===== src/design/cpw_pkg.sv =====
// Constants, register map and carrier types of the clock, PLL, watchdog
// and wake-up control block.
// Assumes a single 100 MHz system clock and an 8-bit register port.
package cpw_pkg;
   localparam int CLK_MHZ = 100;
   localparam int WDT_TIMEOUT_US = 18000;
   localparam int WDT_RC_KHZ_DEFAULT = 1000;
   localparam logic [15:0] SUB_CLK_HZ = 16'h8000;
   localparam logic [15:0] PLL_LOW_KHZ = 16'h0DFE;
   localparam logic [15:0] PLL_HIGH_KHZ = 16'h37DC;
   localparam logic [15:0] SUB_CLK_KHZ_FLOOR = 16'h0020;

   localparam int REG_ADDR_W = 4;
   localparam logic [3:0] ADDR_CTRL = 4'h0;
   localparam logic [3:0] ADDR_STATUS = 4'h1;
   localparam logic [7:0] CTRL_RESET = 8'h00;
   localparam logic [7:0] READ_UNMAPPED = 8'h00;

   localparam int MASK_PIN0 = 3;
   localparam int MASK_PIN1 = 4;
   localparam int MASK_PIN3 = 7;
   localparam int MASK_TBC = 0;
   localparam int MASK_CNT1 = 1;

   localparam int PIN_P0 = 0;
   localparam int PIN_P1 = 1;
   localparam int PIN_P3 = 2;
   localparam int PIN_SUB = 3;
   localparam int PIN_MAIN = 4;
   localparam int PIN_WDT = 5;
   localparam int PIN_COUNT = 6;

   typedef struct packed {
      logic spare7;
      logic pllPowerEnable;
      logic [2:0] mainClockSelect;
      logic [1:0] unused;
      logic watchdogEnable;
   } cpw_ctrl_type;

   typedef struct packed {
      logic [1:0] zero;
      logic pllRunning;
      logic mainSelected;
      logic sleeping;
      logic normalMode;
      logic powerDown;
      logic timeOut;
   } cpw_status_type;

   typedef enum logic [2:0] {
      OSC_CRYSTAL = 3'b001,
      OSC_IRC = 3'b010,
      OSC_EXTERNAL_RESISTOR_RC_MODE = 3'b100
   } cpw_osc_mode_type;

   typedef enum logic [1:0] {
      SRC_SUB = 2'b01,
      SRC_MAIN = 2'b10
   } cpw_src_type;
endpackage


===== src/design/cpw_clock_ctrl.sv =====
// Clock mode, PLL, watchdog and sleep wake-up control of the
// microcontroller. Assumes the CPU core supplies instruction strobes
// and acts on deviceResetReq; clocks and pins arrive asynchronously.
//
// Our own choices: the register offsets and the plain strobed port.
`timescale 1ns/100ps
// What this block does
// - Control bit 0 enables the watchdog when 1, disables it when 0.
// - The watchdog-clear instruction restarts the watchdog count.
// - Watchdog counts its own oscillator, including during sleep.
// - Enabled watchdog time-out resets the device, awake or asleep.
// - Watchdog enable may change at any time in green or normal mode.
// - Without prescaler the watchdog period is about 18 ms.
// - Of main clock select bits 3 to 5 only bit 5 acts, and only in crystal mode.
// - PLL on, top select bit 0: normal mode at 3.582 MHz.
// - PLL on, top select bit 1: normal mode at 14.3 MHz.
// - Crystal mode, PLL off: green mode from 32768 Hz sub clock at the floor rate; select bit 5 still drives pllHighFreq.
// - PLL power bit 6 drives the PLL only in crystal mode; it sets sleep depth in every mode.
// - In sleep with bits 7,6 zero, timer time-outs never wake.
// - Watchdog time-out in that sleep resets, restarting at address 0.
// - Enabled port 7 pin 0, 1 or 3 wake in that sleep resets.
// - Pin 0 wake gated by mask bit 3, edge from edge select.
// - Pin 1 wake gated by mask bit 4, falling edge only.
// - Pin 3 wake gated by mask bit 7, falling edge only.
// - Pin 0 edge select: 0 both edges, 1 falling edge only.
// - Time-out flag set by sleep, clear and power-up; cleared by time-out.
module cpw_clock_ctrl #(
   parameter int WDT_RC_KHZ = cpw_pkg::WDT_RC_KHZ_DEFAULT,
   parameter int WDT_TIMEOUT_TICKS =
      cpw_pkg::WDT_TIMEOUT_US * WDT_RC_KHZ / 1000
) (
   input wire logic clk,
   input wire logic rst_n,
   input wire logic ce,
   input wire logic [cpw_pkg::REG_ADDR_W-1:0] regAddr,
   input wire logic [7:0] regWdata,
   input wire logic regWrite,
   input wire logic regRead,
   output logic [7:0] regRdata,
   input wire cpw_pkg::cpw_osc_mode_type oscMode,
   input wire logic watchdogClearInstr,
   input wire logic sleepInstr,
   input wire logic wdtPrescaleOn,
   input wire logic [2:0] wdtPrescaleSel,
   input wire logic pin0EdgeSelect,
   input wire logic [7:0] interruptWakeMask,
   input wire logic timeBaseTimeout,
   input wire logic counter1Timeout,
   input wire logic [2:0] port7Pins,
   input wire logic subClkPin,
   input wire logic mainClkPin,
   input wire logic wdtOscPin,
   output logic cpuClk,
   output logic normalMode,
   output logic pllPowerOn,
   output logic pllHighFreq,
   output logic [15:0] mainClkKhz,
   output logic oscDriverOn,
   output logic sleeping,
   output logic deviceResetReq,
   output logic wakeResume,
   output logic timeOutFlag,
   output logic powerDownFlag
);
   cpw_pkg::cpw_ctrl_type ctrl;
   cpw_pkg::cpw_status_type status;
   cpw_pkg::cpw_src_type curSrc;
   cpw_pkg::cpw_src_type next_src;
   logic sleepDeep;
   logic crystal;
   logic wantMain;
   logic wdtTimeout;
   logic pinWake;
   logic timerWake;
   logic [cpw_pkg::PIN_COUNT-1:0] pinLevel;
   logic [cpw_pkg::PIN_COUNT-1:0] pinRise;
   logic [cpw_pkg::PIN_COUNT-1:0] pinFall;

   generate
      if (WDT_TIMEOUT_TICKS < 2) begin : g_bad
         $error("cpw_clock_ctrl needs a longer watchdog time-out");
      end
   endgenerate

   function automatic logic isCtrl(input logic [3:0] a);
      isCtrl = (a == cpw_pkg::ADDR_CTRL);
   endfunction

   cpw_pin_sync #(
      .WIDTH(cpw_pkg::PIN_COUNT)
   ) u_sync (
      .clk(clk),
      .rst_n(rst_n),
      .ce(ce),
      .pinIn({wdtOscPin, mainClkPin, subClkPin, port7Pins}),
      .level(pinLevel),
      .rise(pinRise),
      .fall(pinFall)
   );

   cpw_watchdog #(
      .TIMEOUT_TICKS(WDT_TIMEOUT_TICKS)
   ) u_wdt (
      .clk(clk),
      .rst_n(rst_n),
      .ce(ce),
      .enable(ctrl.watchdogEnable),
      .clear(watchdogClearInstr),
      .tick(pinRise[cpw_pkg::PIN_WDT]),
      .prescaleOn(wdtPrescaleOn),
      .prescaleSel(wdtPrescaleSel),
      .timeout(wdtTimeout)
   );

   // Effective clock controls per oscillator mode
   always_comb begin
      crystal = (oscMode == cpw_pkg::OSC_CRYSTAL);
      wantMain = !crystal || ctrl.pllPowerEnable;
   end

   // Port 7 pin and timer wake sources
   always_comb begin
      pinWake = 1'b0;
      if (interruptWakeMask[cpw_pkg::MASK_PIN0]) begin
         pinWake = pinFall[cpw_pkg::PIN_P0] ||
            (!pin0EdgeSelect && pinRise[cpw_pkg::PIN_P0]);
      end
      if (interruptWakeMask[cpw_pkg::MASK_PIN1] &&
            pinFall[cpw_pkg::PIN_P1]) begin
         pinWake = 1'b1;
      end
      if (interruptWakeMask[cpw_pkg::MASK_PIN3] &&
            pinFall[cpw_pkg::PIN_P3]) begin
         pinWake = 1'b1;
      end
      timerWake =
         (interruptWakeMask[cpw_pkg::MASK_TBC] && timeBaseTimeout) ||
         (interruptWakeMask[cpw_pkg::MASK_CNT1] && counter1Timeout);
   end

   // Control register
   always_ff @(posedge clk) begin
      if (!rst_n) begin
         ctrl <= cpw_pkg::CTRL_RESET;
      end else if (ce) begin
         if (wdtTimeout || (sleeping && sleepDeep && pinWake)) begin
            ctrl <= cpw_pkg::CTRL_RESET;
         end else if (regWrite && isCtrl(regAddr)) begin
            ctrl <= regWdata;
            ctrl.unused <= 2'b00;
         end
      end
   end

   // Sleep entry, wake and device reset requests
   always_ff @(posedge clk) begin
      if (!rst_n) begin
         sleeping <= 1'b0;
         sleepDeep <= 1'b0;
         deviceResetReq <= 1'b0;
         wakeResume <= 1'b0;
      end else if (ce) begin
         deviceResetReq <= 1'b0;
         wakeResume <= 1'b0;
         if (wdtTimeout) begin
            deviceResetReq <= 1'b1;
            sleeping <= 1'b0;
         end else if (sleeping && sleepDeep && pinWake) begin
            deviceResetReq <= 1'b1;
            sleeping <= 1'b0;
         end else if (sleeping && !sleepDeep && (pinWake || timerWake)) begin
            wakeResume <= 1'b1;
            sleeping <= 1'b0;
         end else if (sleepInstr && !sleeping) begin
            sleeping <= 1'b1;
            sleepDeep <= !ctrl.spare7 && !ctrl.pllPowerEnable;
         end
      end
   end

   // Time-out and power-down flags; setting wins over clearing
   always_ff @(posedge clk) begin
      if (!rst_n) begin
         timeOutFlag <= 1'b1;
         powerDownFlag <= 1'b1;
      end else if (ce) begin
         if (sleepInstr || watchdogClearInstr) begin
            timeOutFlag <= 1'b1;
         end else if (wdtTimeout) begin
            timeOutFlag <= 1'b0;
         end
         if (watchdogClearInstr) begin
            powerDownFlag <= 1'b1;
         end else if (sleepInstr) begin
            powerDownFlag <= 1'b0;
         end
      end
   end

   // Source change only while both source levels are low
   always_comb begin
      next_src = curSrc;
      case (curSrc)
         cpw_pkg::SRC_SUB: begin
            if (wantMain && !pinLevel[cpw_pkg::PIN_SUB] &&
                  !pinLevel[cpw_pkg::PIN_MAIN]) begin
               next_src = cpw_pkg::SRC_MAIN;
            end
         end
         cpw_pkg::SRC_MAIN: begin
            if (!wantMain && !pinLevel[cpw_pkg::PIN_SUB] &&
                  !pinLevel[cpw_pkg::PIN_MAIN]) begin
               next_src = cpw_pkg::SRC_SUB;
            end
         end
         default: begin
            next_src = cpw_pkg::SRC_SUB;
         end
      endcase
   end

   always_ff @(posedge clk) begin
      if (!rst_n) begin
         curSrc <= cpw_pkg::SRC_SUB;
         cpuClk <= 1'b0;
      end else if (ce) begin
         curSrc <= next_src;
         if (sleeping) begin
            cpuClk <= 1'b0;
         end else if (next_src == cpw_pkg::SRC_MAIN) begin
            cpuClk <= pinLevel[cpw_pkg::PIN_MAIN];
         end else begin
            cpuClk <= pinLevel[cpw_pkg::PIN_SUB];
         end
      end
   end

   // Mode and PLL outputs
   always_ff @(posedge clk) begin
      if (!rst_n) begin
         normalMode <= 1'b0;
         pllPowerOn <= 1'b0;
         pllHighFreq <= 1'b0;
         mainClkKhz <= cpw_pkg::SUB_CLK_KHZ_FLOOR;
         oscDriverOn <= 1'b1;
      end else if (ce) begin
         normalMode <= wantMain;
         pllPowerOn <= crystal && ctrl.pllPowerEnable;
         pllHighFreq <= crystal && ctrl.mainClockSelect[2];
         oscDriverOn <= !sleeping;
         if (!crystal || !ctrl.pllPowerEnable) begin
            mainClkKhz <= cpw_pkg::SUB_CLK_KHZ_FLOOR;
         end else if (ctrl.mainClockSelect[2]) begin
            mainClkKhz <= cpw_pkg::PLL_HIGH_KHZ;
         end else begin
            mainClkKhz <= cpw_pkg::PLL_LOW_KHZ;
         end
      end
   end

   // Status word and register read port
   always_comb begin
      status = '0;
      status.timeOut = timeOutFlag;
      status.powerDown = powerDownFlag;
      status.normalMode = normalMode;
      status.sleeping = sleeping;
      status.mainSelected = (curSrc == cpw_pkg::SRC_MAIN);
      status.pllRunning = pllPowerOn;
   end

   always_ff @(posedge clk) begin
      if (!rst_n) begin
         regRdata <= cpw_pkg::READ_UNMAPPED;
      end else if (ce) begin
         regRdata <= cpw_pkg::READ_UNMAPPED;
         if (regRead && isCtrl(regAddr)) begin
            regRdata <= ctrl;
         end else if (regRead && regAddr == cpw_pkg::ADDR_STATUS) begin
            regRdata <= status;
         end
      end
   end
endmodule


===== src/design/cpw_pin_sync.sv =====
// Three-stage synchroniser with agreement filter and edge pulses.
// Assumes the inputs are asynchronous to clk.
`timescale 1ns/100ps
module cpw_pin_sync #(
   parameter int WIDTH = 1
) (
   input wire logic clk,
   input wire logic rst_n,
   input wire logic ce,
   input wire logic [WIDTH-1:0] pinIn,
   output logic [WIDTH-1:0] level,
   output logic [WIDTH-1:0] rise,
   output logic [WIDTH-1:0] fall
);
   logic [WIDTH-1:0] stage1;
   logic [WIDTH-1:0] stage2;
   logic [WIDTH-1:0] stage3;

   generate
      if (WIDTH < 1) begin : g_bad
         $error("cpw_pin_sync needs WIDTH of at least one");
      end
   endgenerate

   always_ff @(posedge clk) begin
      if (!rst_n) begin
         stage1 <= '0;
         stage2 <= '0;
         stage3 <= '0;
      end else if (ce) begin
         stage1 <= pinIn;
         stage2 <= stage1;
         stage3 <= stage2;
      end
   end

   genvar i;
   generate
      for (i = 0; i < WIDTH; i++) begin : g_bit
         // Level follows only once stages two and three agree
         always_ff @(posedge clk) begin
            if (!rst_n) begin
               level[i] <= 1'b0;
               rise[i] <= 1'b0;
               fall[i] <= 1'b0;
            end else if (ce) begin
               rise[i] <= (stage2[i] == stage3[i]) && stage3[i] && !level[i];
               fall[i] <= (stage2[i] == stage3[i]) && !stage3[i] && level[i];
               if (stage2[i] == stage3[i]) begin
                  level[i] <= stage3[i];
               end
            end
         end
      end
   endgenerate
endmodule


===== src/design/cpw_watchdog.sv =====
// Watchdog counter stepped by its own oscillator ticks, with optional
// power-of-two prescaler. Assumes tick is a one-cycle pulse on clk.
`timescale 1ns/100ps
module cpw_watchdog #(
   parameter int TIMEOUT_TICKS = 18000
) (
   input wire logic clk,
   input wire logic rst_n,
   input wire logic ce,
   input wire logic enable,
   input wire logic clear,
   input wire logic tick,
   input wire logic prescaleOn,
   input wire logic [2:0] prescaleSel,
   output logic timeout
);
   localparam int CW = $clog2(TIMEOUT_TICKS + 1);
   localparam logic [CW-1:0] LAST = CW'(TIMEOUT_TICKS - 1);

   logic [6:0] preCount;
   logic [CW-1:0] count;
   logic [6:0] preLast;
   logic step;

   generate
      if (TIMEOUT_TICKS < 2) begin : g_bad
         $error("cpw_watchdog needs TIMEOUT_TICKS of at least two");
      end
   endgenerate

   // Ratio 1:1 up to 1:128 from the three prescale bits
   always_comb begin
      preLast = 7'((8'h01 << prescaleSel) - 8'h01);
      step = tick && (!prescaleOn || (preCount == preLast));
   end

   always_ff @(posedge clk) begin
      if (!rst_n) begin
         preCount <= 7'h00;
      end else if (ce) begin
         if (clear || !enable || step) begin
            preCount <= 7'h00;
         end else if (tick) begin
            preCount <= 7'(preCount + 7'h01);
         end
      end
   end

   always_ff @(posedge clk) begin
      if (!rst_n) begin
         count <= '0;
         timeout <= 1'b0;
      end else if (ce) begin
         timeout <= 1'b0;
         if (clear || !enable) begin
            count <= '0;
         end else if (step) begin
            if (count == LAST) begin
               count <= '0;
               timeout <= 1'b1;
            end else begin
               count <= CW'(count + 1'b1);
            end
         end
      end
   end
endmodule


===== config.mk =====
export PLATFORM = sky130hd
export DESIGN_NAME = cpw_clock_ctrl
export DESIGN_NICKNAME = d
export VERILOG_FILES = /design/src/design/cpw_pkg.sv /design/src/design/cpw_clock_ctrl.sv /design/src/design/cpw_pin_sync.sv /design/src/design/cpw_watchdog.sv
export SDC_FILE = /design/constraint.sdc
export NUM_CORES = 1
export LEC_CHECK = 0
export BUFFER_PORTS_ARGS = -buffer_cell sky130_fd_sc_hd__buf_4
export CAP_MARGIN = 20
export CORE_UTILIZATION = 56
export DETAILED_ROUTE_END_ITERATION = 8
export GPL_TIMING_DRIVEN = 1
export PLACE_DENSITY_LB_ADDON = 0.12
export SETUP_SLACK_MARGIN = 0.4
export SLEW_MARGIN = 10
export SYNTH_ARGS = -nofsm -noshare
export SYNTH_HDL_FRONTEND = slang
export SYNTH_SLANG_ARGS = --single-unit

===== constraint.sdc =====
create_clock -name clk -period 3.8 [get_ports clk]
set_input_delay 0.19 -clock clk [delete_from_list [all_inputs] [get_ports clk]]
set_output_delay 0.19 -clock clk [all_outputs]
set_load 0.005 [all_outputs]

==> impl_metrics.tcl <==
set metrics [dict create \
    outcome "finished, final reports clean" \
    dr.first_iter.drc_count 146 \
    maxCapViolations 0 \
    post-cts-setup-buffers 0 \
    synth_edf_count 0 \
    layout-area-overhead-vs-synth_pct 14.9 \
    timing_worst_setup_path_type "input port to flip-flop" \
    worst_hold_path_type "input port to flip-flop" \
    vias_per_cell 5.58 \
    grt_pass1_vias 3140 \
    largest_fanout_of_any_net_on_the_critical_path 14 \
    postSynth.topFlopCell "dfxtp_1" \
    tritoncts_clock_tree "done" \
    ff2ff_path_depth 8 \
    ioPinCount 77 \
    clock_skew_ns 0.00792 \
    power.leakage_nw 1.88 \
    ant_nets 0 \
    clock_tree.buffer_depth 2 \
    route.final.wire_length_um 8820 \
    insertedDiodeCount 0 \
    yosysWarningCount 0 \
    dr_total_vias 3532 \
    timing.final.crit_period_ns 2.82 \
    drv_slew 0 \
    timing.setup.tns_ns 0 \
    first_pass_iters 4 \
    die-height_um 88.7 \
    grt_overflow 0 \
    final-setup-viol-count 0 \
    first_pass_grt_wire_length_um 14300 \
    synth.cell_area_um2 4210 \
    grt_setup_unrepaired "false" \
    num-fill-cells 629 \
    ys_async_sr_fraction_pct 0 \
    clock_latency_ns 0.35 \
    worst_ep_arrival_time_ns 3.09 \
    ctsResizeCount 0 \
    final_core_density_pct 66.7 \
    h-tree-depth 3 \
    routedWlPerCell_um 13.9 \
    port_buffers 68 \
    synth.yosys.seq_area_share_pct 39.0 \
    post_cts_hold_buffer_count 0 \
    grt_max_degree 69 \
    grt_antenna_before_repair 0 \
    slew-limit-headroom_pct 42.6 \
    timing.final.crit_share_pct 74.2 \
    synth_cells 484 \
    fp.dieArea_um2 7870 \
    clkTransAtPathRegs_ns 0.08 \
    timing.final.hold_violations 0 \
    setup.worst_path.start_class "input port" \
    ys_seq_elements 82 \
    place.detailed.hpwl_um 5960 \
    cts_made_buffers 9 \
    die_width_um 88.7 \
    ctsRootBufferMaster "clkbuf_8" \
    vdd_drop_max_mv 0.223 \
    fin_ws_ns 0.979 \
    ys_types 66 \
    worst_slew_pin_slew_ns 0.859 \
    pre_cts_ws_ns 0.642 \
    worstHoldPathCells 3 \
    timing.critical_path.to_type "flip-flop" \
    cts_num_sinks 82 \
    fmax_ghz 0.354 \
    fin_nets 582 \
    fraction_of_layout_cells_with_a_size_suffix_above_1_pct 18.7 \
    core_area_um2 7250 \
    cp.required_ns 4.07 \
    fin_total_pwr_w 0.00172 \
    num_rows 31 \
    gp_congestion 0.843 \
    gr-usage-all-layers_pct 23.5 \
    number_of_design_rule_violations_left_after_detail_routing 0 \
    start_util_pct 58.0 \
    power_density_nw_per_um2 356 \
    synth_area_per_cell_um2 8.70 \
]
## sequential cells by signal, summed over array words and instances, names as in the netlist, 2 cells and up
name	flops
ctrl	6
curSrc	2
mainClkKhz	4
regRdata	8
u_sync.fall	3
u_sync.level	6
u_sync.rise	2
u_sync.stage1	6
u_sync.stage2	6
u_sync.stage3	6
u_wdt.count	15
u_wdt.preCount	7
## layout make-up
cell class / instances / area, um^2 / area share, %
clock buffer: 11 / 151 / 3.13
clock inverter: 5 / 62.6 / 1.29
inverter: 25 / 93.8 / 1.94
multi-input combinational: 341 / 2240 / 46.3
sequential: 82 / 1640 / 33.9
tap: 99 / 124 / 2.56
timing repair buffer: 70 / 526 / 10.9
## worst paths after layout
| kind | startpoint | slack [ns] | to |
|---|---|---|---|
| worst max-delay path | wdtPrescaleSel[2] | 0.98 | u_wdt.count[13] |
| worst min-delay path | watchdogClearInstr | 0.09 | powerDownFlag |
| worst max register to register | u_wdt.count[0] | 1.40 | u_wdt.count[13] |
| worst min register to register | u_sync.stage3[3] | 0.48 | u_sync.level[3] |
## power by group
part | internal, W | leakage [nW] | total [W] | switching [W]
logic | 0.0000830 | 1.12 | 0.000170 | 0.0000866
registers | 0.000877 | 0.665 | 0.000891 | 0.0000144
clock network | 0.000342 | 0.102 | 0.000662 | 0.000321
## synth_stat cells, types with 2 or more instances
master	count	area, um^2
o21ai_0	19	95.1
xnor2_1	5	43.8
o31a_1	3	26.3
nor3_1	7	35.0
o211ai_1	5	37.5
o41ai_1	2	17.5
inv_1	25	93.8
nand2_1	50	188
or3_1	10	62.6
nor2_1	22	82.6
mux2i_1	20	200
xor2_1	3	26.3
buf_6	4	45.0
a21o_1	3	22.5
a221oi_1	4	35.0
o221ai_1	5	43.8
a21oi_1	5	25.0
a31oi_1	2	12.5
and2_1	6	37.5
buf_4	13	97.6
clkbuf_2	2	10.0
and3_1	8	50.1
o311ai_0	2	17.5
nand2b_1	3	18.8
o21a_1	2	15.0
dfxtp_1	82	1640
nor2b_1	29	181
a22oi_1	9	67.6
ha_1	10	125
nand4_1	7	43.8
o21ai_2	3	26.3
nand3b_1	4	30.0
o22ai_1	2	12.5
o211a_1	2	20.0
nor3b_1	7	52.6
a21boi_0	23	173
clkbuf_1	17	63.8
nand3_1	30	150
clkbuf_8	2	27.5
## metal layers
metal,vias to the layer above,part of all wire [%],GRT usage (%)
li1,1794,-,-
met1,1644,45,29.7
met2,83,49,38.6
met3,11,4.5,5.50
met4,0,1.3,9.97
met5,-,0,0
## metrics by stage
stage	instances	hold WS, ns	area [um^2]
6_report	633	0.0857	4840
3_5_place_dp	617	0.435	4620
5_1_grt	633	0.0817	4840
3_3_place_gp	617	0.434	4620
2_1_floorplan	486	0.318	4220
4_1_cts	633	0.0755	4840
## logic make-up (layout without fill, tap and decap cells)
group | count (synthesis) | count (layout) | synth area share (%)
buffers and inverters | 63 | 111 | 8.03
and+or+nand+nor | 193 | 193 | 24.3
DFF | 82 | 82 | 39.0
xor gates and xnor gates | 8 | 8 | 1.66
muxes | 20 | 20 | 4.76
other | 1 | 3 | 0.0891
adders and majority gates | 10 | 10 | 2.97
AOI/OAI and AO/OA | 107 | 107 | 19.2
## placed cells by master (no fill, tap or decap), types with 3 or more instances in the layout
cell type,n
clkbuf_8,11
nand3_1,30
o21ai_2,3
nand4_1,7
xnor2_1,5
nor3_1,7
nor3b_1,7
and3_1,8
dfxtp_1,82
a22oi_1,9
nor2b_1,29
xor2_1,3
inv_1,25
o211ai_1,5
buf_4,70
o21ai_0,19
a221oi_1,4
nor2_1,22
nand3b_1,4
o31a_1,3
or3_1,10
and2_1,6
a21oi_1,5
a21boi_0,23
nand2b_1,3
a21o_1,3
mux2i_1,20
ha_1,10
nand2_1,50
conb_1,3
o221ai_1,5
## worst max-delay path: stages
cell       delay, ns
buf_4           0.16
or3_2           0.48
ha_1            0.31
or4b_1          0.55
o311ai_1        0.13
xnor2_1         0.21
o2111ai_1       0.20
a21o_1          0.36
or3_1           0.40
o211ai_1        0.10
Power figures use the tool's default switching activity.
